`config.mk`:
```
export PLATFORM = sky130hd
export DESIGN_NAME = rcd_top
export DESIGN_NICKNAME = d
export VERILOG_FILES = /design/src/pkg/rcd_pkg.sv /design/src/design/rcd_top.sv /design/src/design/rcd_sync.sv /design/src/design/rcd_cw_file.sv
export VERILOG_INCLUDE_DIRS = /design/src /design/src/pkg
export SDC_FILE = /design/constraint.sdc
export NUM_CORES = 1
export LEC_CHECK = 0
export ABC_AREA = 0
export BUFFER_PORTS_ARGS = -buffer_cell sky130_fd_sc_hd__buf_2
export CAP_MARGIN = 20
export CORE_ASPECT_RATIO = 0.6
export CORE_MARGIN = 4
export CORE_UTILIZATION = 50
export DETAILED_ROUTE_END_ITERATION = 7
export PLACE_DENSITY = 0.76
export SETUP_SLACK_MARGIN = 0.02
export SYNTH_ARGS = -nofsm -noshare
export SYNTH_HDL_FRONTEND = slang
export SYNTH_HIERARCHICAL = 1
export SYNTH_SLANG_ARGS = --single-unit
export TNS_END_PERCENT = 30
```
`constraint.sdc`:
```
create_clock -name hclk -period 2.9 [get_ports hclk]
set_input_delay 0.145 -clock hclk [delete_from_list [all_inputs] [get_ports hclk]]
set_output_delay 0.145 -clock hclk [all_outputs]
set_load 0.1 [all_outputs]
```
`src/pkg/rcd_defines.svh`:
```
// Purpose: constants of the command-path control (offsets, fields, resets, counts)
// Assumes: 10 MHz hclk; clock counts are in input clock periods
// Notes:   included by bare name from every design file except the pin synchroniser
`ifndef RCD_DEFINES_SVH
`define RCD_DEFINES_SVH

// Register byte offsets on the AHB-Lite slave
`define RCD_OFS_CTRL    8'h00
`define RCD_OFS_STATUS  8'h04
`define RCD_OFS_CW_LO   8'h08
`define RCD_OFS_CW_HI   8'h0C

// Control register fields and reset value
`define RCD_CTRL_QUAD   0
`define RCD_CTRL_RST    1'h0

// Control word indices and bit positions inside a word
`define RCD_RC_INV      4'h0
`define RCD_RC_TIM      4'h2
`define RCD_RC_PWR      4'h9
`define RCD_CW_INV_OFF  0
`define RCD_CW_3T       0
`define RCD_CW_TERM_OFF 2
`define RCD_CW_PD_EN    3
`define RCD_CW_RST      4'h0

// Pin synchroniser reset image: rank selects idle high
`define RCD_PIN_RST     32'h0000_00F0

// Timing: clock period and activation time in ns, other counts in clocks
`define RCD_CLK_NS      32'd100
`define RCD_IN_DIS_CLKS 8'h02
`define RCD_QDIS_CLKS   8'h01
`define RCD_FIXED_CLKS  8'h04
`define RCD_ACT_NS      32'd1000
`define RCD_ACT_CLKS    8'(`RCD_ACT_NS / `RCD_CLK_NS)
`define RCD_MRS_GAP     2'h3
`define RCD_HOLD_3T     2'h2
`define RCD_ERR_HOLD    2'h2

// Output inversion masks for the B side, and the fixed exit address
`define RCD_INV_ADDR    16'hEBF8
`define RCD_INV_BANK    3'h7
`define RCD_FIXED_ADDR  16'h0000
`endif

```
`src/pkg/rcd_pkg.sv`:
```
// Purpose: types shared by the command-path control
// Assumes: nothing
// Notes:   no constants here, see rcd_defines.svh
package rcd_pkg;
   typedef enum logic [1:0] {
      RCD_RUN  = 2'h0,
      RCD_PD   = 2'h1,
      RCD_STOP = 2'h3,
      RCD_EXIT = 2'h2
   } rcd_state_t;

   typedef struct packed {
      logic        row_strobe;
      logic        column_strobe;
      logic        write_enable;
      logic [15:0] addr;
      logic [2:0]  bank;
   } rcd_cmd_t;

   typedef struct packed {
      logic       en;
      logic [3:0] idx;
      logic [3:0] data;
   } rcd_cw_wr_t;
endpackage

```
`src/design/rcd_top.sv`:
```
// Purpose: command path of a registering clock driver: power-down, clock stop,
//          MRS inversion and 3T handling, control-word writes, AHB-Lite access
// Assumes: pins are asynchronous and pass two flops; clock_stopped_in comes
//          from a detector that sees the input clock pair held low
// Notes on behaviour
// - Power-down keeps enable, termination receivers
// - Receivers off within disable delay
// - Parity receiver stays on one clock longer
// - Clocks run, CKE low, others off
// - Command outputs float after output float delay
// - Exit drives matching CKE and selects high
// - Fixed output levels during fixed output time
// - Selects held high one clock on exit
// - Clock stop floats all but CKE low
// - Outputs follow inputs within activation time
// - Inversion on after reset, B side complemented
// - MRS disables inversion, delays its select
// - 3T holds command outputs three cycles
// - Inversion returns three clocks after last MRS
// - Control-word write decoded from rank selects
// - Sixteen four-bit words, index and data fields
// - Parity checked, failing write discarded
// - Power-saving word picks termination variant
//
// The placing of the registers and the AHB-Lite interface to the registers were decided locally.
`timescale 1ns/1ns
`include "rcd_defines.svh"
module rcd_top (
   input  wire logic        hclk,
   input  wire logic        hresetn,
   input  wire logic        hsel,
   input  wire logic [31:0] haddr,
   input  wire logic [1:0]  htrans,
   input  wire logic        hwrite,
   input  wire logic [2:0]  hsize,
   input  wire logic [31:0] hwdata,
   input  wire logic        hready,
   output logic             hreadyout,
   output logic             hresp,
   output logic [31:0]      hrdata,
   input  wire logic        clock_stopped_in,
   input  wire logic [1:0]  clock_enable_in,
   input  wire logic [1:0]  termination_ctl_in,
   input  wire logic [3:0]  rank_select_in,
   input  wire logic [15:0] addr_in,
   input  wire logic [2:0]  bank_addr_in,
   input  wire logic        row_strobe_in,
   input  wire logic        column_strobe_in,
   input  wire logic        write_enable_in,
   input  wire logic        parity_in,
   output logic [1:0]       clock_enable_out,
   output logic [1:0]       termination_ctl_out,
   output logic [3:0]       rank_select_out,
   output logic             row_strobe_out,
   output logic             column_strobe_out,
   output logic             write_enable_out,
   output logic [15:0]      addr_out,
   output logic [2:0]       bank_out,
   output logic [15:0]      b_side_addr_out,
   output logic [2:0]       b_side_bank_out,
   output logic             cmd_oe,
   output logic             dram_clock_run,
   output logic             cmd_rx_en,
   output logic             parity_rx_en,
   output logic             termination_rx_en,
   output logic             input_termination_en,
   output logic             parity_error_out_o,
   output logic             parity_error_out_oe
);
   // Count of low bits, used for select decoding
   function automatic logic [2:0] rcd_lows(input logic [3:0] v);
      rcd_lows = 3'(!v[0]) + 3'(!v[1]) + 3'(!v[2]) + 3'(!v[3]);
   endfunction

   logic [31:0]         pin_q;
   logic [1:0]          s_cke;
   logic [1:0]          s_odt;
   logic [3:0]          s_cs;
   rcd_pkg::rcd_cmd_t   s_cmd;
   logic                s_par;
   logic                s_stop;
   logic [63:0]         cw;
   rcd_pkg::rcd_cw_wr_t cw_wr;
   rcd_pkg::rcd_cw_wr_t pend_r;
   rcd_pkg::rcd_state_t state_r;
   rcd_pkg::rcd_state_t state_nxt;
   logic [7:0]          cnt_r;
   logic [7:0]          cnt_nxt;
   logic [1:0]          cke_prev_r;
   logic [1:0]          mrs_cnt_r;
   logic [1:0]          mrs_cnt_nxt;
   logic                mrs_fwd_r;
   logic [3:0]          mrs_cs_r;
   logic [1:0]          hold_r;
   logic [1:0]          err_cnt_r;
   logic                chk_r;
   logic                par_d_r;
   logic                inv_r;
   logic                inv_nxt;
   rcd_pkg::rcd_cmd_t   cmd_r;
   rcd_pkg::rcd_cmd_t   cmd_nxt;
   logic [3:0]          cs_r;
   logic [3:0]          cs_nxt;
   logic [1:0]          cke_out_r;
   logic [1:0]          odt_r;
   logic [15:0]         b_addr_r;
   logic [2:0]          b_bank_r;
   logic                ctrl_quad_r;
   logic                ap_wr_r;
   logic [7:0]          ap_addr_r;
   logic [31:0]         rdata_r;

   // Every pin passes two flops before use
   rcd_sync #(
      .W   (32),
      .RST (`RCD_PIN_RST)
   ) u_sync (
      .hclk    (hclk),
      .hresetn (hresetn),
      .d       ({clock_stopped_in, parity_in, write_enable_in, column_strobe_in,
                 row_strobe_in, bank_addr_in, addr_in, rank_select_in,
                 termination_ctl_in, clock_enable_in}),
      .q       (pin_q)
   );
   assign s_cke  = pin_q[1:0];
   assign s_odt  = pin_q[3:2];
   assign s_cs   = pin_q[7:4];
   assign s_cmd  = rcd_pkg::rcd_cmd_t'({pin_q[27], pin_q[28], pin_q[29],
                                        pin_q[23:8], pin_q[26:24]});
   assign s_par  = pin_q[30];
   assign s_stop = pin_q[31];

   // Control word store
   rcd_cw_file u_cw (
      .hclk    (hclk),
      .hresetn (hresetn),
      .wr      (cw_wr),
      .words   (cw)
   );

   // Fields of the words that steer this block
   wire [3:0] rc_inv = cw[`RCD_RC_INV*4 +: 4];
   wire [3:0] rc_tim = cw[`RCD_RC_TIM*4 +: 4];
   wire [3:0] rc_pwr = cw[`RCD_RC_PWR*4 +: 4];
   wire       pd_en   = rc_pwr[`RCD_CW_PD_EN];
   wire       term_off = rc_pwr[`RCD_CW_TERM_OFF];
   wire       tim_3t  = rc_tim[`RCD_CW_3T];

   // Select decoding; in two-rank mode the upper selects read as idle
   wire [3:0] eff_cs   = ctrl_quad_r ? s_cs : {2'b11, s_cs[1:0]};
   wire [2:0] cs_lows  = rcd_lows(eff_cs);
   wire       cw_sel   = ctrl_quad_r ? (s_cs == 4'h3 || s_cs == 4'h0)
                                     : (s_cs[1:0] == 2'h0);
   wire       run      = (state_r == rcd_pkg::RCD_RUN);
   wire       one_cs   = (cs_lows == 3'h1) && !cw_sel;
   wire       mrs_dec  = run && one_cs && !s_cmd.row_strobe &&
                         !s_cmd.column_strobe && !s_cmd.write_enable;
   wire       cw_ok    = run && cw_sel && (s_cmd.addr[15:5] == 11'h000) && |s_cke;
   wire       hold_act = (hold_r != 2'h0);

   // Parity lags data by one clock; deselected cycles are not checked
   wire       par_err  = chk_r && (par_d_r ^ s_par) && parity_rx_en;

   assign cw_wr.en   = pend_r.en && !par_err;
   assign cw_wr.idx  = pend_r.idx;
   assign cw_wr.data = pend_r.data;

   // Power-down entry needs a high to low edge on the pair
   wire enter_pd = run && pd_en && (s_cke == 2'h0) && (cke_prev_r != 2'h0);
   wire in_pd    = (state_r == rcd_pkg::RCD_PD);
   wire in_stop  = (state_r == rcd_pkg::RCD_STOP);
   wire in_exit  = (state_r == rcd_pkg::RCD_EXIT);

   // Mode sequencing
   always_comb begin
      state_nxt = state_r;
      unique case (state_r)
         rcd_pkg::RCD_RUN: begin
            if (s_stop) begin
               state_nxt = rcd_pkg::RCD_STOP;
            end else if (enter_pd) begin
               state_nxt = rcd_pkg::RCD_PD;
            end
         end
         rcd_pkg::RCD_PD: begin
            if (s_stop) begin
               state_nxt = rcd_pkg::RCD_STOP;
            end else if (|s_cke) begin
               state_nxt = rcd_pkg::RCD_EXIT;
            end
         end
         rcd_pkg::RCD_EXIT: begin
            if (s_stop) begin
               state_nxt = rcd_pkg::RCD_STOP;
            end else if (cnt_r >= `RCD_FIXED_CLKS - 8'h01) begin
               state_nxt = rcd_pkg::RCD_RUN;
            end
         end
         rcd_pkg::RCD_STOP: begin
            if (!s_stop && cnt_r >= `RCD_ACT_CLKS - 8'h01) begin
               state_nxt = rcd_pkg::RCD_RUN;
            end
         end
      endcase
   end

   // Counter restarts on each mode change and while the clock is held stopped
   assign cnt_nxt = (state_nxt != state_r || (in_stop && s_stop)) ? 8'h00 :
                    (cnt_r == 8'hFF) ? cnt_r : cnt_r + 8'h01;

   assign cmd_rx_en = !(in_stop || (in_pd && cnt_r >= `RCD_IN_DIS_CLKS));
   assign parity_rx_en = !(in_stop || (in_pd && cnt_r >= `RCD_IN_DIS_CLKS + 8'h01));
   assign termination_rx_en = !(in_stop || (in_pd && term_off &&
                                cnt_r >= `RCD_IN_DIS_CLKS));
   assign input_termination_en = !(in_stop || ((in_pd || in_exit) && term_off));
   assign cmd_oe = !(in_stop || (in_pd && cnt_r >= `RCD_QDIS_CLKS));
   assign dram_clock_run = !in_stop;

   assign mrs_cnt_nxt = mrs_dec ? `RCD_MRS_GAP :
                        (mrs_cnt_r != 2'h0) ? mrs_cnt_r - 2'h1 : 2'h0;
   assign inv_nxt = !rc_inv[`RCD_CW_INV_OFF] && (mrs_cnt_nxt == 2'h0);

   // Command and address outputs
   always_comb begin
      cmd_nxt = cmd_r;
      if (state_nxt == rcd_pkg::RCD_EXIT) begin
         cmd_nxt.row_strobe    = 1'b1;
         cmd_nxt.column_strobe = 1'b1;
         cmd_nxt.write_enable  = 1'b1;
         cmd_nxt.addr          = `RCD_FIXED_ADDR;
         cmd_nxt.bank          = 3'h0;
      end else if (run && !hold_act && !cw_sel && cs_lows != 3'h3) begin
         cmd_nxt = s_cmd;
      end
   end

   // Rank select outputs
   always_comb begin
      cs_nxt = eff_cs;
      // high for the first exit cycle only
      if ((state_nxt != rcd_pkg::RCD_RUN && !(in_exit && state_nxt == rcd_pkg::RCD_EXIT)) ||
          in_pd || in_stop) begin
         cs_nxt = 4'hF;
      end else if (cw_sel || cs_lows == 3'h3) begin
         cs_nxt = 4'hF;
      end else if (mrs_dec) begin
         cs_nxt = 4'hF;
      end else if (mrs_fwd_r) begin
         cs_nxt = mrs_cs_r;
      end
   end

   // Mode state and timers
   always_ff @(posedge hclk or negedge hresetn) begin
      if (!hresetn) begin
         state_r    <= rcd_pkg::RCD_RUN;
         cnt_r      <= 8'h00;
         cke_prev_r <= 2'h0;
         mrs_cnt_r  <= 2'h0;
         inv_r      <= 1'b1;
      end else begin
         state_r    <= state_nxt;
         cnt_r      <= cnt_nxt;
         cke_prev_r <= s_cke;
         mrs_cnt_r  <= mrs_cnt_nxt;
         inv_r      <= inv_nxt;
      end
   end

   // MRS forwarding and 3T hold
   always_ff @(posedge hclk or negedge hresetn) begin
      if (!hresetn) begin
         mrs_fwd_r <= 1'b0;
         mrs_cs_r  <= 4'hF;
         hold_r    <= 2'h0;
      end else begin
         mrs_fwd_r <= mrs_dec;
         mrs_cs_r  <= eff_cs;
         if (run && one_cs && tim_3t && !hold_act) begin
            hold_r <= `RCD_HOLD_3T;
         end else if (hold_act) begin
            hold_r <= hold_r - 2'h1;
         end
      end
   end

   // Parity pipeline and pending control-word write
   always_ff @(posedge hclk or negedge hresetn) begin
      if (!hresetn) begin
         chk_r     <= 1'b0;
         par_d_r   <= 1'b0;
         pend_r    <= '0;
         err_cnt_r <= 2'h0;
      end else begin
         chk_r      <= run && (one_cs || cw_sel);
         par_d_r    <= ^s_cmd;
         pend_r.en   <= cw_ok;
         pend_r.idx  <= {s_cmd.bank[2], s_cmd.addr[2:0]};
         pend_r.data <= {s_cmd.bank[1:0], s_cmd.addr[4:3]};
         if (par_err) begin
            err_cnt_r <= `RCD_ERR_HOLD;
         end else if (err_cnt_r != 2'h0) begin
            err_cnt_r <= err_cnt_r - 2'h1;
         end
      end
   end

   // Output registers toward the DRAM ranks
   always_ff @(posedge hclk or negedge hresetn) begin
      if (!hresetn) begin
         cmd_r     <= '0;
         cs_r      <= 4'hF;
         cke_out_r <= 2'h0;
         odt_r     <= 2'h0;
         b_addr_r  <= 16'h0000;
         b_bank_r  <= 3'h0;
      end else begin
         cmd_r     <= cmd_nxt;
         cs_r      <= cs_nxt;
         cke_out_r <= (state_nxt == rcd_pkg::RCD_STOP) ? 2'h0 : s_cke;
         odt_r     <= (state_nxt == rcd_pkg::RCD_STOP ||
                       (state_nxt != rcd_pkg::RCD_RUN && term_off)) ? 2'h0 : s_odt;
         b_addr_r  <= cmd_nxt.addr ^ (inv_nxt ? `RCD_INV_ADDR : 16'h0000);
         b_bank_r  <= cmd_nxt.bank ^ (inv_nxt ? `RCD_INV_BANK : 3'h0);
      end
   end

   assign clock_enable_out    = cke_out_r;
   assign termination_ctl_out = odt_r;
   assign rank_select_out     = cs_r;
   assign row_strobe_out      = cmd_r.row_strobe;
   assign column_strobe_out   = cmd_r.column_strobe;
   assign write_enable_out    = cmd_r.write_enable;
   assign addr_out            = cmd_r.addr;
   assign bank_out            = cmd_r.bank;
   assign b_side_addr_out     = b_addr_r;
   assign b_side_bank_out     = b_bank_r;
   // Open drain: pulled low only, released otherwise
   assign parity_error_out_o  = 1'b0;
   assign parity_error_out_oe = (err_cnt_r != 2'h0);

   // AHB-Lite slave: zero wait states, always OKAY
   wire ap_take = hsel && hready && htrans[1];
   wire [31:0] status_word = {26'h0, tim_3t, pd_en, parity_error_out_oe, inv_r,
                              state_r};
   wire [31:0] rsel = (haddr[7:0] == `RCD_OFS_CTRL)   ? {31'h0, ctrl_quad_r} :
                      (haddr[7:0] == `RCD_OFS_STATUS) ? status_word :
                      (haddr[7:0] == `RCD_OFS_CW_LO)  ? cw[31:0] :
                      (haddr[7:0] == `RCD_OFS_CW_HI)  ? cw[63:32] : 32'h0000_0000;
   wire hit_hi = (haddr[31:8] == 24'h00_0000);

   // Address phase capture; read data is sampled here for the data phase
   always_ff @(posedge hclk or negedge hresetn) begin
      if (!hresetn) begin
         ap_wr_r   <= 1'b0;
         ap_addr_r <= 8'h00;
         rdata_r   <= 32'h0000_0000;
      end else if (hready) begin
         ap_wr_r   <= ap_take && hwrite && hit_hi && (hsize == 3'h2);
         ap_addr_r <= haddr[7:0];
         rdata_r   <= (ap_take && !hwrite && hit_hi) ? rsel : 32'h0000_0000;
      end
   end

   // Data phase write of the control register
   always_ff @(posedge hclk or negedge hresetn) begin
      if (!hresetn) begin
         ctrl_quad_r <= `RCD_CTRL_RST;
      end else if (ap_wr_r && ap_addr_r == `RCD_OFS_CTRL) begin
         ctrl_quad_r <= hwdata[`RCD_CTRL_QUAD];
      end
   end

   assign hreadyout = 1'b1;
   assign hresp     = 1'b0;
   assign hrdata    = rdata_r;
endmodule

```
`src/design/rcd_sync.sv`:
```
// Purpose: two-flop synchroniser for pin inputs
// Assumes: single clock hclk
// Notes:   first stage feeds only the second stage
`timescale 1ns/1ns
module rcd_sync #(
   parameter int          W   = 32,
   parameter logic [31:0] RST = 32'h0000_0000
) (
   input  wire logic         hclk,
   input  wire logic         hresetn,
   input  wire logic [W-1:0] d,
   output logic      [W-1:0] q
);
   logic [W-1:0] s1_r;
   logic [W-1:0] s2_r;

   // Metastability guard
   always_ff @(posedge hclk or negedge hresetn) begin
      if (!hresetn) begin
         s1_r <= RST[W-1:0];
         s2_r <= RST[W-1:0];
      end else begin
         s1_r <= d;
         s2_r <= s1_r;
      end
   end
   assign q = s2_r;
endmodule

```
`src/design/rcd_cw_file.sv`:
```
// Purpose: sixteen four-bit control words
// Assumes: write already checked for parity by the caller
// Notes:   only reset clears the words, a stopped clock keeps them
`timescale 1ns/1ns
`include "rcd_defines.svh"
module rcd_cw_file (
   input  wire logic               hclk,
   input  wire logic               hresetn,
   input  wire rcd_pkg::rcd_cw_wr_t wr,
   output logic [63:0]             words
);
   logic [3:0] mem_r [0:15];

   genvar g;
   generate
      for (g = 0; g < 16; g++) begin : g_word
         // One word per slot, written by index
         always_ff @(posedge hclk or negedge hresetn) begin
            if (!hresetn) begin
               mem_r[g] <= `RCD_CW_RST;
            end else if (wr.en && wr.idx == 4'(g)) begin
               mem_r[g] <= wr.data;
            end
         end
         assign words[g*4 +: 4] = mem_r[g];
      end
   endgenerate
endmodule

```
==> flow_metrics.env <==
export IMPL_synth_top_area_share=0.564
export IMPL_place_inst=1163
export IMPL_drive_gt1_frac=0.390
export IMPL_viasPerCell=5.25
export IMPL_start_util=0.512
export IMPL_reg2reg_depth=10
export IMPL_start_kind="flip-flop"
export IMPL_period_minus_slack_ns=2.86
export IMPL_instances_no_fill=1254
export IMPL_hold_ws_ns=0.0774
export IMPL_grt_pass1_wl_microns=37000
export IMPL_overflow=0
export IMPL_wl_per_cell_microns=18.6
export IMPL_cts_clk_slew_worst_paths_ns=0.06
export IMPL_holdCritPathClass="primary input to flip-flop"
export IMPL_cp_required_ns=3.32
export IMPL_grt_pass1_vias=6671
export IMPL_most_common_layout_cells="dfrtp_1 (232), buf_2 (157), mux2_2 (76)"
export IMPL_min_path_cells=2
export IMPL_fin_util=0.648
export IMPL_io_pins=197
export IMPL_cp_arrival_ns=3.28
export IMPL_setup_viol=0
export IMPL_tritoncts="yes"
export IMPL_path_max_fanout=8
export IMPL_postSynthCellCount=735
export IMPL_gp_congestion=0.866
export IMPL_syn_to_final_growth_pct=26.7
export IMPL_endpoint_kind="flip-flop"
export IMPL_initialDrtViolationCount=342
export IMPL_diodes=0
export IMPL_final_common_cell="dfrtp_1"
export IMPL_nFillCells=1484
export IMPL_synth_async_reset_ratio=1.00
export IMPL_synth_top_area_cell="dfrtp_1"
export IMPL_cts_sinks=249
export IMPL_place_area_sq_mm=0.0115
export IMPL_synth_edf_count=0
export IMPL_multiInputGateArea_sq_mm=0.00386
export IMPL_core_sq_mm=0.0201
export IMPL_grt_max_degree=94
export IMPL_relSlewSlack=0.512
export IMPL_ys_ff_latch=249
export IMPL_rows=40
export IMPL_dieArea_sq_mm=0.0230
export IMPL_synth_area_leaders="dfrtp_1 (56%), mux2_2 (8.3%), mux2i_1 (5.1%)"
export IMPL_fmax_mhz=350
export IMPL_firstDrtPassIters=4
export IMPL_drv_slew=0
export IMPL_cts_buffers=23
export IMPL_clk_latency_ns=0.51
export IMPL_fin_area_sq_mm=0.0130
export IMPL_rsz0062_at_grt="true"
export IMPL_die_y_microns=119
export IMPL_power_density_mw_per_mm2=931
export IMPL_p_leak_nw=6.05
export IMPL_antenna_found_initial=0
export IMPL_grt_usage=0.198
export IMPL_routed_wl_microns=23400
export IMPL_seqCellArea_sq_mm=0.00625
export IMPL_htreeDepth=1
export IMPL_synth_seq_area_share=0.608
export IMPL_clockBufferDepth=3
export IMPL_postRouteAntennaNets=0
export IMPL_status="finished clean"
export IMPL_avgSynthCellArea_sq_um=14.0
export IMPL_hold_viol=0
export IMPL_ctsRootBufferMaster="clkbuf_16"
export IMPL_yosysWarnings=6
export IMPL_drc=0
export IMPL_fin_skew_ns=0.0103
export IMPL_vdd_drop_max_v=0.00147
export IMPL_maxCapViolations=0
export IMPL_yosysUniqueCellTypes=71
export IMPL_dp_hpwl_microns=15800
export IMPL_portBuffers=161
export IMPL_tightestPinTransition_ns=0.725
export IMPL_die_w_microns=193
export IMPL_fin_crit_sh=0.985
export IMPL_synth_area_sq_mm=0.0103
export IMPL_synthFlopType="dfrtp_1"
export IMPL_worstSetupPathType="flip-flop to flip-flop"
export IMPL_nets=1091
export IMPL_via_count=6583
-- cell type report --
cell class,instances,area share
clock inverter,10,0.0119
inverter,30,0.00864
multi-input combinational,416,0.296
sequential,249,0.480
tap,273,0.0262
timing repair buffer,245,0.130
clock buffer,31,0.0480
-- cell usage after synthesis, drive strengths merged, types with 2 or more instances --
master     n
nor4       8
nor2      25
and3       2
xnor2     29
nand3     11
conb       2
dfstp     17
nand2     24
nor3      10
and4b      2
nand3b     2
nor3b      3
clkbuf    14
inv       29
a21o       4
and2       6
nand4      4
a22oi      5
a21oi      7
a21boi     2
buf       27
a221oi     2
a22o       2
ha        19
o211ai     6
a2111oi    2
o2bb2ai   31
nand2b     6
xor2       5
mux2      76
o22ai      2
nand4b     2
a31oi      5
o21ai     10
nor2b      6
a211oi    15
mux2i     52
or4        4
or3        7
dfrtp    232
-- where the power goes --
part / total [W] / internal (W) / switching, W
sequential: 0.00411 / 0.00384 / 0.000268
clock: 0.00313 / 0.00187 / 0.00125
combinational: 0.00490 / 0.00122 / 0.00368
-- final timing paths --
check	from	end	slack (ns)
max	u_sync/q[5]	b_side_addr_out[8]	0.04
min	hready	ap_addr_r[2]	0.08
max reg2reg	u_sync/q[5]	b_side_addr_out[8]	0.04
min reg2reg	u_sync/s1_r[27]	u_sync/q[27]	0.35
max in group asynchronous	hresetn	u_sync/q[8]	1.73
min in group asynchronous	hresetn	ap_addr_r[6]	0.27
-- stage by stage --
| step | TNS [ns] | worst slack [ns] | total power, W |
|---|---|---|---|
| after floorplan | -10.96 | -0.348 | 0.00790 |
| after global placement | 0 | 0.0218 | 0.00876 |
| after global routing | -0.345 | -0.0391 | 0.0127 |
| final | 0 | 0.0433 | 0.0121 |
| after CTS | -0.0785 | -0.0198 | 0.0121 |
| after detailed placement | -0.328 | -0.0420 | 0.00882 |
-- what timing repair did --
| item | 4_1_cts | 5_1_grt |
|---|---|---|
| cloned | 0 | 3 |
| buffers inserted | 0 | 5 |
| hold buffers | 42 | 0 |
| endpoints found under the hold margin | 114 | 0 |
| gates resized for setup | 6 | 30 |
| pin swaps | 0 | 14 |
| endpoints found under the setup margin | 17 | 23 |
-- logic make-up (layout without fill, tap and decap cells) --
family	count (synthesis)	count (layout)	synth area share
other	2	3	0.000730
muxes	129	129	0.136
DFF	249	249	0.608
AOI/OAI and AO/OA	101	101	0.0922
xor gates and xnor gates	34	34	0.0289
adders and majority gates	20	20	0.0250
buffers and inverters	71	316	0.0377
and+or+nand+nor	129	129	0.0720
-- critical path, cell delays in order (launching register included) --
cell       delay [ns]
dfstp_2          0.56
inv_2            0.05
fa_1             0.54
ha_2             0.19
ha_4             0.20
nand4bb_4        0.21
or4_4            0.47
nor2_4           0.11
or3_4            0.17
buf_12           0.15
xnor2_1          0.13
-- routing by layer --
metal	GRT usage	vias up	wire length, microns
met2	0.290	190	10000
met1	0.308	3310	11800
met3	0.0444	25	1300
met4	0.0336	0	290
met5	0	-	0
li1	-	3058	-
-- registers in the layout, indices dropped and copies added, names as in the netlist, 3 cells and up --
register         cells
b_side_addr_out     16
u_cw/words          64
mrs_cs_r             4
cw_wr                8
b_side_bank_out      3
rank_select_out      4
cnt_r                8
u_sync/s1_r         32
ap_addr_r            8
u_sync/q            32
hrdata              32
addr_out            11
bank_out             3
Power figures use the tool's default switching activity.
